[src/core/cpu_regs_pkg.sv]
// constants, field layout and state type of the cpu register file
// How it works
// RULE_01 - thirteen architectural registers held in total
// RULE_02 - data, address, frame base form two banks
// RULE_03 - 16-bit data registers; first two byte-split
// RULE_04 - third/first and fourth/second pair to 32 bits
// RULE_05 - 16-bit address registers, paired into 32 bits
// RULE_06 - 16-bit frame base for frame-relative addressing
// RULE_07 - 20-bit vector table base register
// RULE_08 - 20-bit program counter, next instruction address
// RULE_09 - user and interrupt stack pointers 16 bits
// RULE_10 - stack select 0 interrupt, 1 user pointer
// RULE_11 - stack select cleared by interrupt acknowledge
// RULE_12 - 16-bit static base register
// RULE_13 - flag register is 11 bits wide
// RULE_14 - carry flag captures carry, borrow, shifted bit
// RULE_15 - zero flag set on zero result
// RULE_16 - sign flag set on negative result
// RULE_17 - overflow flag set on overflow
// RULE_18 - bank select flag picks bank 0 or 1
// RULE_19 - interrupt enable flag gates maskable interrupts
// RULE_20 - acknowledge clears interrupt enable flag
// RULE_21 - priority level field 3 bits, levels 0-7
// RULE_22 - accept only priority strictly above level
// RULE_23 - byte write keeps the other half
// RULE_24 - bank switch redirects accesses, preserves other bank
package cpu_regs_pkg;

	// ****************************************
	// widths
	// ****************************************
	localparam int WORD_W = 16;
	localparam int ADDR20_W = 20;
	localparam int FLG_W = 11;
	localparam int IPL_W = 3;
	localparam int NUM_BANKS = 2;
	localparam int BANK_REGS = 7;
	localparam int RADDR_W = 5;
	localparam int BUS_W = 32;
	localparam int VEC_W = 6;

	// ****************************************
	// register index map
	// ****************************************
	localparam logic [4:0] REG_D0 = 5'h00;
	localparam logic [4:0] REG_D1 = 5'h01;
	localparam logic [4:0] REG_D2 = 5'h02;
	localparam logic [4:0] REG_D3 = 5'h03;
	localparam logic [4:0] REG_A0 = 5'h04;
	localparam logic [4:0] REG_A1 = 5'h05;
	localparam logic [4:0] REG_FB = 5'h06;
	localparam logic [4:0] REG_VECTOR_TABLE_BASE = 5'h07;
	localparam logic [4:0] REG_PC = 5'h08;
	localparam logic [4:0] REG_USP = 5'h09;
	localparam logic [4:0] REG_ISP = 5'h0A;
	localparam logic [4:0] REG_SB = 5'h0B;
	localparam logic [4:0] REG_FLG = 5'h0C;
	localparam logic [4:0] REG_D0L = 5'h0D;
	localparam logic [4:0] REG_D0H = 5'h0E;
	localparam logic [4:0] REG_D1L = 5'h0F;
	localparam logic [4:0] REG_D1H = 5'h10;
	localparam logic [4:0] REG_DPAIRL = 5'h11;
	localparam logic [4:0] REG_DPAIRH = 5'h12;
	localparam logic [4:0] REG_APAIR = 5'h13;
	localparam logic [4:0] REG_SPACT = 5'h14;

	// ****************************************
	// flag bit positions
	// ****************************************
	localparam int FLG_C = 0;
	localparam int FLG_D = 1;
	localparam int FLG_Z = 2;
	localparam int FLG_S = 3;
	localparam int FLG_B = 4;
	localparam int FLG_O = 5;
	localparam int FLG_I = 6;
	localparam int FLG_U = 7;
	localparam int FLG_IPL_LO = 8;
	localparam int FLG_IPL_HI = 10;

	// software interrupt vectors up to this one switch stacks
	localparam logic [5:0] SWINT_U_LAST = 6'h1F;

	// ****************************************
	// state of the register file
	// ****************************************
	typedef struct packed {
		logic [NUM_BANKS-1:0][BANK_REGS-1:0][WORD_W-1:0] bank; // RULE_02
		logic [ADDR20_W-1:0] vector_table_base;
		logic [ADDR20_W-1:0] pc;
		logic [WORD_W-1:0] user_stack_pointer;
		logic [WORD_W-1:0] interrupt_stack_pointer;
		logic [WORD_W-1:0] sb;
		logic [FLG_W-1:0] processor_flags;
		logic [BUS_W-1:0] rdata;
	} regs_state_t;

	localparam regs_state_t STATE_RESET = '0;

endpackage

[src/core/cpu_register_file_flags.sv]
// architectural register set and flag register of the cpu core
`timescale 1ns/1ps
module cpu_register_file_flags import cpu_regs_pkg::*; (
	input wire logic clk_sys, // core clock
	input wire logic reset, // sync reset, active high
	input wire logic [RADDR_W-1:0] regAddr, // register index
	input wire logic [BUS_W-1:0] wrData, // write data
	input wire logic wrStb, // write strobe
	input wire logic rdStb, // read strobe
	output logic [BUS_W-1:0] rdData, // read data, cycle after strobe
	input wire logic pcLoad, // load program counter
	input wire logic [ADDR20_W-1:0] pcLoadVal, // jump target
	input wire logic pcInc, // advance program counter
	input wire logic [2:0] pcIncAmt, // instruction length
	input wire logic spAdj, // adjust active stack pointer
	input wire logic [WORD_W-1:0] spDelta, // two's complement delta
	input wire logic aluFlagWe, // update arithmetic flags
	input wire logic aluByteOp, // result is 8 bits wide
	input wire logic [WORD_W-1:0] aluResult, // alu result
	input wire logic aluCarry, // carry, borrow or shifted bit
	input wire logic aluOverflow, // overflow
	input wire logic irqRequest, // maskable request pending
	input wire logic [IPL_W-1:0] irqPriority, // its priority
	output logic irqAccept, // request may be taken
	input wire logic hwIntAck, // hardware interrupt acknowledged
	input wire logic swIntExec, // software interrupt executed
	input wire logic [VEC_W-1:0] swIntVector, // its vector number
	output logic bankSel, // active bank
	output logic [WORD_W-1:0] addrZero, // active address reg zero
	output logic [WORD_W-1:0] addrOne, // active address reg one
	output logic [WORD_W-1:0] frameBase, // active frame base
	output logic [WORD_W-1:0] staticBase, // static base
	output logic [WORD_W-1:0] activeSp, // selected stack pointer
	output logic [ADDR20_W-1:0] programCounter, // next instruction
	output logic [ADDR20_W-1:0] vectorTableBase, // vector table
	output logic [FLG_W-1:0] processorFlags // flag register
);

	// ****************************************
	// state
	// ****************************************
	regs_state_t st_ff;
	regs_state_t nxt_st;
	logic bk;
	logic [IPL_W-1:0] processor_priority_level;

	assign bk = st_ff.processor_flags[FLG_B];
	assign processor_priority_level = st_ff.processor_flags[FLG_IPL_HI:FLG_IPL_LO];

	// ****************************************
	// next state
	// ****************************************
	always_comb begin
		nxt_st = st_ff;
		nxt_st.rdata = '0;
		// register port writes go to the bank named by the flag
		if (wrStb) begin
			unique case (regAddr)
				REG_D0, REG_D1, REG_D2, REG_D3, REG_A0, REG_A1, REG_FB: begin
					nxt_st.bank[bk][regAddr[2:0]] = wrData[15:0]; // RULE_24
				end
				REG_VECTOR_TABLE_BASE: nxt_st.vector_table_base = wrData[19:0]; // RULE_07
				REG_PC: nxt_st.pc = wrData[19:0]; // RULE_08
				REG_USP: nxt_st.user_stack_pointer = wrData[15:0]; // RULE_09
				REG_ISP: nxt_st.interrupt_stack_pointer = wrData[15:0]; // RULE_09
				REG_SB: nxt_st.sb = wrData[15:0]; // RULE_12
				REG_FLG: nxt_st.processor_flags = wrData[10:0]; // RULE_13
				REG_D0L: nxt_st.bank[bk][0][7:0] = wrData[7:0]; // RULE_23
				REG_D0H: nxt_st.bank[bk][0][15:8] = wrData[7:0]; // RULE_23
				REG_D1L: nxt_st.bank[bk][1][7:0] = wrData[7:0]; // RULE_23
				REG_D1H: nxt_st.bank[bk][1][15:8] = wrData[7:0]; // RULE_03
				REG_DPAIRL: begin
					nxt_st.bank[bk][0] = wrData[15:0]; // RULE_04
					nxt_st.bank[bk][2] = wrData[31:16]; // RULE_04
				end
				REG_DPAIRH: begin
					nxt_st.bank[bk][1] = wrData[15:0]; // RULE_04
					nxt_st.bank[bk][3] = wrData[31:16]; // RULE_04
				end
				REG_APAIR: begin
					nxt_st.bank[bk][4] = wrData[15:0]; // RULE_05
					nxt_st.bank[bk][5] = wrData[31:16]; // RULE_05
				end
				REG_SPACT: begin
					if (st_ff.processor_flags[FLG_U]) begin
						nxt_st.user_stack_pointer = wrData[15:0]; // RULE_10
					end else begin
						nxt_st.interrupt_stack_pointer = wrData[15:0]; // RULE_10
					end
				end
				default: begin
				end
			endcase
		end
		// register port reads, answered one cycle later
		if (rdStb) begin
			unique case (regAddr)
				REG_D0, REG_D1, REG_D2, REG_D3, REG_A0, REG_A1, REG_FB: begin
					nxt_st.rdata = {16'h0000, st_ff.bank[bk][regAddr[2:0]]};
				end
				REG_VECTOR_TABLE_BASE: nxt_st.rdata = {12'h000, st_ff.vector_table_base};
				REG_PC: nxt_st.rdata = {12'h000, st_ff.pc}; // RULE_08
				REG_USP: nxt_st.rdata = {16'h0000, st_ff.user_stack_pointer};
				REG_ISP: nxt_st.rdata = {16'h0000, st_ff.interrupt_stack_pointer};
				REG_SB: nxt_st.rdata = {16'h0000, st_ff.sb};
				REG_FLG: nxt_st.rdata = {21'h000000, st_ff.processor_flags};
				REG_D0L: nxt_st.rdata = {24'h000000, st_ff.bank[bk][0][7:0]};
				REG_D0H: nxt_st.rdata = {24'h000000, st_ff.bank[bk][0][15:8]};
				REG_D1L: nxt_st.rdata = {24'h000000, st_ff.bank[bk][1][7:0]};
				REG_D1H: nxt_st.rdata = {24'h000000, st_ff.bank[bk][1][15:8]};
				REG_DPAIRL: nxt_st.rdata = {st_ff.bank[bk][2], st_ff.bank[bk][0]};
				REG_DPAIRH: nxt_st.rdata = {st_ff.bank[bk][3], st_ff.bank[bk][1]};
				REG_APAIR: nxt_st.rdata = {st_ff.bank[bk][5], st_ff.bank[bk][4]};
				REG_SPACT: nxt_st.rdata = {16'h0000, activeSp};
				default: nxt_st.rdata = '0;
			endcase
		end
		// sequencer updates override the port
		if (pcLoad) begin
			nxt_st.pc = pcLoadVal; // RULE_08
		end else if (pcInc) begin
			nxt_st.pc = st_ff.pc + {17'h00000, pcIncAmt}; // RULE_08
		end
		if (spAdj) begin
			if (st_ff.processor_flags[FLG_U]) begin
				nxt_st.user_stack_pointer = st_ff.user_stack_pointer + spDelta; // RULE_10
			end else begin
				nxt_st.interrupt_stack_pointer = st_ff.interrupt_stack_pointer + spDelta; // RULE_10
			end
		end
		// arithmetic flags from the alu result
		if (aluFlagWe) begin
			nxt_st.processor_flags[FLG_C] = aluCarry; // RULE_14
			nxt_st.processor_flags[FLG_O] = aluOverflow; // RULE_17
			if (aluByteOp) begin
				nxt_st.processor_flags[FLG_Z] = (aluResult[7:0] == 8'h00); // RULE_15
				nxt_st.processor_flags[FLG_S] = aluResult[7]; // RULE_16
			end else begin
				nxt_st.processor_flags[FLG_Z] = (aluResult == 16'h0000); // RULE_15
				nxt_st.processor_flags[FLG_S] = aluResult[15]; // RULE_16
			end
		end
		// acknowledge clears enable and stack select, software vectors up to 0x1F stack select only, last
		if (hwIntAck) begin
			nxt_st.processor_flags[FLG_I] = 1'b0; // RULE_20
			nxt_st.processor_flags[FLG_U] = 1'b0; // RULE_11
		end
		if (swIntExec && swIntVector <= SWINT_U_LAST) begin
			nxt_st.processor_flags[FLG_U] = 1'b0; // RULE_11
		end
	end

	// ****************************************
	// registers
	// ****************************************
	always_ff @(posedge clk_sys) begin
		if (reset) begin
			st_ff <= STATE_RESET; // RULE_01
		end else begin
			st_ff <= nxt_st;
		end
	end

	// ****************************************
	// outputs
	// ****************************************
	// strictly higher priority than the level, and enabled
	// enable flag masks every maskable request
	assign irqAccept = irqRequest && st_ff.processor_flags[FLG_I] // RULE_19
		&& irqPriority > processor_priority_level; // RULE_22
	assign activeSp = st_ff.processor_flags[FLG_U] ? st_ff.user_stack_pointer : st_ff.interrupt_stack_pointer; // RULE_10
	assign bankSel = bk; // RULE_18
	assign addrZero = st_ff.bank[bk][4]; // RULE_05
	assign addrOne = st_ff.bank[bk][5];
	assign frameBase = st_ff.bank[bk][6]; // RULE_06
	assign staticBase = st_ff.sb; // RULE_12
	assign programCounter = st_ff.pc;
	assign vectorTableBase = st_ff.vector_table_base;
	assign processorFlags = st_ff.processor_flags; // RULE_21
	assign rdData = st_ff.rdata;

	// ****************************************
	// checks
	// ****************************************
	a_ack_clears_ie: assert property ( // RULE_20
		@(posedge clk_sys) disable iff (reset)
		hwIntAck |=> !processorFlags[FLG_I])
	else $error("interrupt enable not cleared by acknowledge");

	a_stack_sel_clear: assert property ( // RULE_11
		@(posedge clk_sys) disable iff (reset)
		(hwIntAck || (swIntExec && swIntVector <= SWINT_U_LAST))
		|=> !processorFlags[FLG_U])
	else $error("stack select not cleared on interrupt entry");

	a_sp_select: assert property ( // RULE_10
		@(posedge clk_sys) disable iff (reset)
		spAdj && processorFlags[FLG_U]
		|=> st_ff.user_stack_pointer == $past(st_ff.user_stack_pointer) + $past(spDelta))
	else $error("user stack pointer not adjusted");

	a_isp_adjust: assert property ( // RULE_10
		@(posedge clk_sys) disable iff (reset)
		spAdj && !processorFlags[FLG_U]
		|=> st_ff.interrupt_stack_pointer == $past(st_ff.interrupt_stack_pointer) + $past(spDelta))
	else $error("interrupt stack pointer not adjusted");

	a_usp_write: assert property ( // RULE_09
		@(posedge clk_sys) disable iff (reset)
		wrStb && regAddr == REG_USP && !spAdj
		|=> st_ff.user_stack_pointer == $past(wrData[15:0]))
	else $error("user stack pointer write lost");

	a_swi_high_keep: assert property ( // RULE_11
		@(posedge clk_sys) disable iff (reset)
		swIntExec && swIntVector > SWINT_U_LAST && !hwIntAck
		&& processorFlags[FLG_U] && !(wrStb && regAddr == REG_FLG)
		|=> processorFlags[FLG_U])
	else $error("stack select cleared by high vector");

	a_ipl_keep: assert property ( // RULE_21
		@(posedge clk_sys) disable iff (reset)
		hwIntAck && !(wrStb && regAddr == REG_FLG)
		|=> processorFlags[10:8] == $past(processorFlags[10:8]))
	else $error("priority level changed by acknowledge");

	a_irq_gate: assert property ( // RULE_19
		@(posedge clk_sys) disable iff (reset)
		!processorFlags[FLG_I] |-> !irqAccept)
	else $error("interrupt accepted while disabled");

	a_irq_priority: assert property ( // RULE_22
		@(posedge clk_sys) disable iff (reset)
		irqRequest && processorFlags[FLG_I]
		|-> irqAccept == (irqPriority > processorFlags[10:8]))
	else $error("interrupt priority compare wrong");

	a_byte_keep: assert property ( // RULE_23
		@(posedge clk_sys) disable iff (reset)
		wrStb && regAddr == REG_D0L
		|=> st_ff.bank[bankSel][0] == {$past(st_ff.bank[bankSel][0][15:8]),
			$past(wrData[7:0])})
	else $error("byte write disturbed other half");

	a_bank_keep: assert property ( // RULE_24
		@(posedge clk_sys) disable iff (reset)
		wrStb && regAddr == REG_D0 && !bankSel |=> $stable(st_ff.bank[1]))
	else $error("write leaked into inactive bank");

	a_pair_write: assert property ( // RULE_04
		@(posedge clk_sys) disable iff (reset)
		wrStb && regAddr == REG_DPAIRL && !bankSel
		|=> st_ff.bank[0][2] == $past(wrData[31:16])
		&& st_ff.bank[0][0] == $past(wrData[15:0]))
	else $error("pair write missed a half");

	a_pair_high: assert property ( // RULE_04
		@(posedge clk_sys) disable iff (reset)
		wrStb && regAddr == REG_DPAIRH
		|=> st_ff.bank[bankSel][3] == $past(wrData[31:16])
		&& st_ff.bank[bankSel][1] == $past(wrData[15:0]))
	else $error("high pair write missed a half");

	a_addr_pair: assert property ( // RULE_05
		@(posedge clk_sys) disable iff (reset)
		wrStb && regAddr == REG_APAIR
		|=> {addrOne, addrZero} == $past(wrData))
	else $error("address pair write wrong");

	a_half_high: assert property ( // RULE_23
		@(posedge clk_sys) disable iff (reset)
		wrStb && regAddr == REG_D1H
		|=> st_ff.bank[bankSel][1] == {$past(wrData[7:0]),
			$past(st_ff.bank[bankSel][1][7:0])})
	else $error("high byte write disturbed low half");

	a_fb_write: assert property ( // RULE_06
		@(posedge clk_sys) disable iff (reset)
		wrStb && regAddr == REG_FB
		|=> frameBase == $past(wrData[15:0]))
	else $error("frame base write lost");

	a_vector_table_base_write: assert property ( // RULE_07
		@(posedge clk_sys) disable iff (reset)
		wrStb && regAddr == REG_VECTOR_TABLE_BASE
		|=> vectorTableBase == $past(wrData[19:0]))
	else $error("vector table base write lost");

	a_sb_write: assert property ( // RULE_12
		@(posedge clk_sys) disable iff (reset)
		wrStb && regAddr == REG_SB
		|=> staticBase == $past(wrData[15:0]))
	else $error("static base write lost");

	a_flg_write: assert property ( // RULE_13
		@(posedge clk_sys) disable iff (reset)
		wrStb && regAddr == REG_FLG && !aluFlagWe && !hwIntAck
		&& !swIntExec
		|=> processorFlags == $past(wrData[10:0]))
	else $error("flag register write lost");

	a_bank_flag: assert property ( // RULE_18
		@(posedge clk_sys) disable iff (reset)
		wrStb && regAddr == REG_FLG
		|=> bankSel == $past(wrData[FLG_B]))
	else $error("bank select not taken from flag write");

	a_pc_load: assert property ( // RULE_08
		@(posedge clk_sys) disable iff (reset)
		pcLoad |=> programCounter == $past(pcLoadVal))
	else $error("program counter load lost");

	a_pc_step: assert property ( // RULE_08
		@(posedge clk_sys) disable iff (reset)
		!pcLoad && pcInc
		|=> programCounter == $past(programCounter)
		+ 20'($past(pcIncAmt)))
	else $error("program counter step wrong");

	a_pc_hold: assert property ( // RULE_08
		@(posedge clk_sys) disable iff (reset)
		!pcLoad && !pcInc && !(wrStb && regAddr == REG_PC)
		|=> $stable(programCounter))
	else $error("program counter moved on its own");

	a_rd_idle: assert property ( // RULE_01
		@(posedge clk_sys) disable iff (reset)
		!rdStb |=> rdData == '0)
	else $error("read data outside its cycle");

	// reset must win, so this one is not disabled by it
	a_reset_state: assert property ( // RULE_01
		@(posedge clk_sys)
		reset |=> rdData == '0 && processorFlags == '0
		&& programCounter == '0 && activeSp == '0)
	else $error("state not cleared by reset");

	a_pc_read: assert property ( // RULE_08
		@(posedge clk_sys) disable iff (reset)
		rdStb && regAddr == REG_PC
		|=> rdData == {12'h000, $past(programCounter)} ##1 rdData == '0
		|| $past(rdStb))
	else $error("program counter read wrong");

	a_zero_flag: assert property ( // RULE_15
		@(posedge clk_sys) disable iff (reset)
		aluFlagWe && !aluByteOp && !(wrStb && regAddr == REG_FLG)
		|=> processorFlags[FLG_Z] == ($past(aluResult) == 16'h0000)
		&& processorFlags[FLG_S] == $past(aluResult[15]))
	else $error("zero or sign flag wrong");

	a_byte_flags: assert property ( // RULE_16
		@(posedge clk_sys) disable iff (reset)
		aluFlagWe && aluByteOp
		|=> processorFlags[FLG_S] == $past(aluResult[7])
		&& processorFlags[FLG_Z] == ($past(aluResult[7:0]) == 8'h00))
	else $error("byte zero or sign flag wrong");

	a_carry_flag: assert property ( // RULE_14
		@(posedge clk_sys) disable iff (reset)
		aluFlagWe |=> processorFlags[FLG_C] == $past(aluCarry))
	else $error("carry flag wrong");

	a_ovf_flag: assert property ( // RULE_17
		@(posedge clk_sys) disable iff (reset)
		aluFlagWe |=> processorFlags[FLG_O] == $past(aluOverflow))
	else $error("overflow flag wrong");

endmodule

[config.mk]
export PLATFORM = sky130hd
export DESIGN_NAME = cpu_register_file_flags
export DESIGN_NICKNAME = d
export VERILOG_FILES = /design/src/core/cpu_regs_pkg.sv /design/src/core/cpu_register_file_flags.sv
export SDC_FILE = /design/constraint.sdc
export NUM_CORES = 1
export LEC_CHECK = 0
export BUFFER_PORTS_ARGS = -buffer_cell sky130_fd_sc_hd__buf_4
export CORE_MARGIN = 2
export CORE_UTILIZATION = 45
export CTS_CLUSTER_DIAMETER = 120
export DETAILED_ROUTE_END_ITERATION = 7
export PLACE_DENSITY = 0.69
export SKIP_CTS_REPAIR_TIMING = 1
export SYNTH_ARGS = -nofsm -noshare
export SYNTH_HDL_FRONTEND = slang
export SYNTH_SLANG_ARGS = --single-unit
[constraint.sdc]
create_clock -name clk_sys -period 2.7 [get_ports clk_sys]
set_clock_uncertainty 0.1 [all_clocks]
set_input_delay 0.54 -clock clk_sys [delete_from_list [all_inputs] [get_ports clk_sys]]
set_output_delay 0.54 -clock clk_sys [all_outputs]
set_load 0.005 [all_outputs]
==> results by group <==
Outcome
  • Status: complete, but fails checks
  • Failing checks: setup timing

Yosys
  • Top FF cell, synth: dfxtp_1
  • Count of state elements after synthesis: between 300 and 400
  • Simple-Gate Fraction of Synth Area: ~14%
  • Avg Cell Area, Syn: around 8.5 um2
  • Post-Synth Adder-Cell Area: 2.32%
  • Syn Nets: 2,742
  • Post-synth EDFFs: 0
  • Xor and xnor area share after synthesis: less than 1%
  • Synth area leader: dfxtp_1
  • Cells after synthesis: about 2,600
  • Synth top cells by count: dfxtp_1, nand2_1, nor2_1, a21oi_1, mux2i_1
  • Synth top area cells: dfxtp_1, mux2i_1, a22o_1
  • Synth top area share: between 30% and 40%
  • Largest family of logic cells by synthesized area: compound AO/OA/AOI/OAI gates
  • Post-synthesis compound-gate area fraction: roughly a quarter
  • Mux cell area share after synthesis: 15.2%
  • Post-Syn Area: about 22,000 um2
  • Post-synth ARST share: 0%
  • Sequential-to-total area share from yosys stat: roughly a third
  • Cell with the most instances after synthesis: dfxtp_1
  • Distinct cells, synth: about 100
  • Synth warn: 0

Power and ir drop
  • Sequential share of power: between 40% and 50%
  • Pwr Total: 13.3 mW
  • Worst VDD drop: slightly below 0.0004 V
  • Sw Pwr: roughly 3.8 mW
  • Clock Power Share: 43.8%
  • Lkg Pwr: about 11 nW
  • Switching Fraction: around 29%
  • Power per cell area: about 490 nW/um2
  • Part of the power in combinational logic: between 10% and 20%
  • Cell Int Power: around 9.5 mW

Clocking
  • Clk root buf: clkbuf_16
  • Num CTS Buffers: 41
  • Clock Sinks: between 300 and 400
  • Clock-pin slew on the worst setup and hold paths: 0.06 ns
  • Largest buffer count on any clock path: 3
  • CTS tree: built
  • Clk Latency, worst-skew pair: approximately 0.60 ns
  • CTS HTree Levels: 2

Timing
  • Max Freq: between 300 and 400 MHz
  • Setup Viol. Count Final: 1
  • Slew @ Worst Pin: around 0.97 ns
  • WHS: roughly 0.04 ns
  • Final hold viol count: 0
  • Rel. slew slack: 35.2%
  • Pins Over Slew Limit: 0
  • Final Critical Period: ~2.7 ns
  • Setup WS post-layout: -0.00756 ns
  • Tcrit/Tclk final: 100%
  • RSZ-0062 raised after global routing: yes

Placed design
  • DP HPWL: approximately 70,000 um
  • Buffers on Ports: around 270
  • RD Place Congestion: about 0.99

Floorplanning
  • Ports: 280
  • Core area: between 40,000 and 50,000 um2
  • Starting density of the core: a little under half
  • Die span in x: about 230 um
  • Die height: about 230 um
  • Die Area: approximately 51,000 um2
  • Row cnt: 81

Critical path
  • CP startpoint kind: register
  • Crit path kind: register to primary output
  • Endpoint type of the worst setup path: primary output
  • Crit Path Max Fanout: 13
  • Arrival @ worst endpoint: around 2.1 ns
  • R2r worst-path depth: 7
  • Worst path required time: 2.06 ns
  • R2R setup slack: around 0.10 ns
  • Reg-to-Reg End: rdData[10]
  • Crit Reg-Reg Startpoint: processorFlags[4]

Detailed routing
  • Wire per inst: between 20 and 30 um
  • Antenna viol nets, final: 0
  • TritonRoute pass-1 iters: 7
  • Routed Wire Length: between 90,000 and 100,000 um
  • Vias: ~23,000
  • DRT iter0 DRCs: 3,054
  • DR vias/cell: 6.51
  • DRC errors left: 0

Worst hold path
  • Min-delay worst type: input port to register
  • WHS Endpoint: processorFlags[7]
  • Worst hold start: swIntExec
  • Worst hold path stage count: 2

GRT
  • Total GRT Usage: between 30 and 40%
  • First-pass GRT wire length: 141,000 um
  • GR Overflow Total: 0
  • Largest net degree at the start of global routing: slightly above 80
  • Vias in the first global route: around 22,000
  • Initial antenna violation count: 0

Final layout
  • Nets: 3,020
  • Synth-to-layout area growth: 22.6%
  • Fraction of layout cells with a size suffix above 1: between 20 and 30%
  • Utilization after layout: between 50% and 60%
  • Antenna Cells: 0

Run
  • Number of max-cap violations: 0
==> stage by stage <==
stage               area, um2  setup TNS (ns)  setup slack [ns]  std cells
floorplan               22000               0            0.0551       2588
global placement        25600          -0.565            -0.202       3437
detailed placement      25600          -0.772            -0.209       3437
CTS                     26900          -0.862            -0.229       3510
global route            27000         -0.0193          -0.00983       3518
finish                  27000        -0.00756          -0.00756       3518
==> layer usage <==
metal | wire length (um) | part of all wire (%) | vias up | GRT usage [%]
li1 | - | - | 10000 | -
met1 | 37400 | 39 | 11000 | 47.0
met2 | 42600 | 44 | 1569 | 57.6
met3 | 10200 | 11 | 327 | 7.82
met4 | 6660 | 6.9 | 0 | 23.1
met5 | 0 | 0 | - | 0
==> cell usage in the layout, fill, tap and decap left out, drive strengths merged, types with 17 or more instances in the layout <==
| cell type | Yosys | final |
|---|---|---|
| ha | 36 | 36 |
| and3 | 17 | 17 |
| o21ai | 146 | 146 |
| a21o | 17 | 17 |
| nor2 | 240 | 240 |
| nor3 | 28 | 28 |
| clkbuf | 125 | 53 |
| inv | 25 | 28 |
| a22oi | 98 | 98 |
| a22o | 145 | 145 |
| a221oi | 20 | 20 |
| buf | 189 | 548 |
| dfxtp | 355 | 355 |
| o22ai | 27 | 27 |
| a21oi | 227 | 227 |
| mux2 | 84 | 84 |
| mux2i | 172 | 172 |
| a211oi | 30 | 30 |
| mux4 | 30 | 30 |
| nand2 | 296 | 296 |
| nand3 | 35 | 35 |
==> critical path, stage by stage, from the launching register on <==
cell and delay (ns):
dfxtp_4 0.44, buf_6 0.19, buf_12 0.16, mux2_2 0.35, buf_4 0.18, buf_4 0.14
==> final cells by class <==
cell class                 count  area, um2
fill                        4362      21600
multi-input combinational   1892      13100
timing repair buffer         549       4560
clock inverter                21        250
sequential                   355       7110
inverter                      27        101
tap                          622        778
clock buffer                  52       1130
==> logic make-up (layout without fill, tap and decap cells) <==
family | after synthesis | after routing
flip-flops | 355 | 355
adder cells (fa/ha/maj) | 39 | 39
AND/OR/NAND/NOR | 705 | 705
XOR/XNOR | 23 | 23
AO/OA/AOI/OAI | 839 | 839
multiplexers | 286 | 286
buffers and inverters | 341 | 649
==> worst max path at each step <==
stage / from / endpoint / slack (ns) / depth (start not counted)
6_report: processorFlags[4] / addrZero[14] / -0.008 / 5
3_5_place_dp: spDelta[0] / st_ff[73] / -0.21 / 10
5_1_grt: processorFlags[4] / addrZero[6] / -0.01 / 5
3_3_place_gp: spDelta[0] / st_ff[73] / -0.20 / 10
4_1_cts: processorFlags[4] / addrZero[2] / -0.23 / 4
2_1_floorplan: spDelta[0] / st_ff[73] / 0.06 / 8
==> power by group through the flow <==
stage	combinational [mW]	sequential (mW)	clock, mW
floorplan	1.10	5.50	0
global placement	1.96	5.53	0
detailed placement	1.99	5.54	0
CTS	2.00	5.42	5.85
global route	2.16	5.43	6.07
finish	2.06	5.43	5.83
No activity file was read; power rests on OpenSTA's default activity.
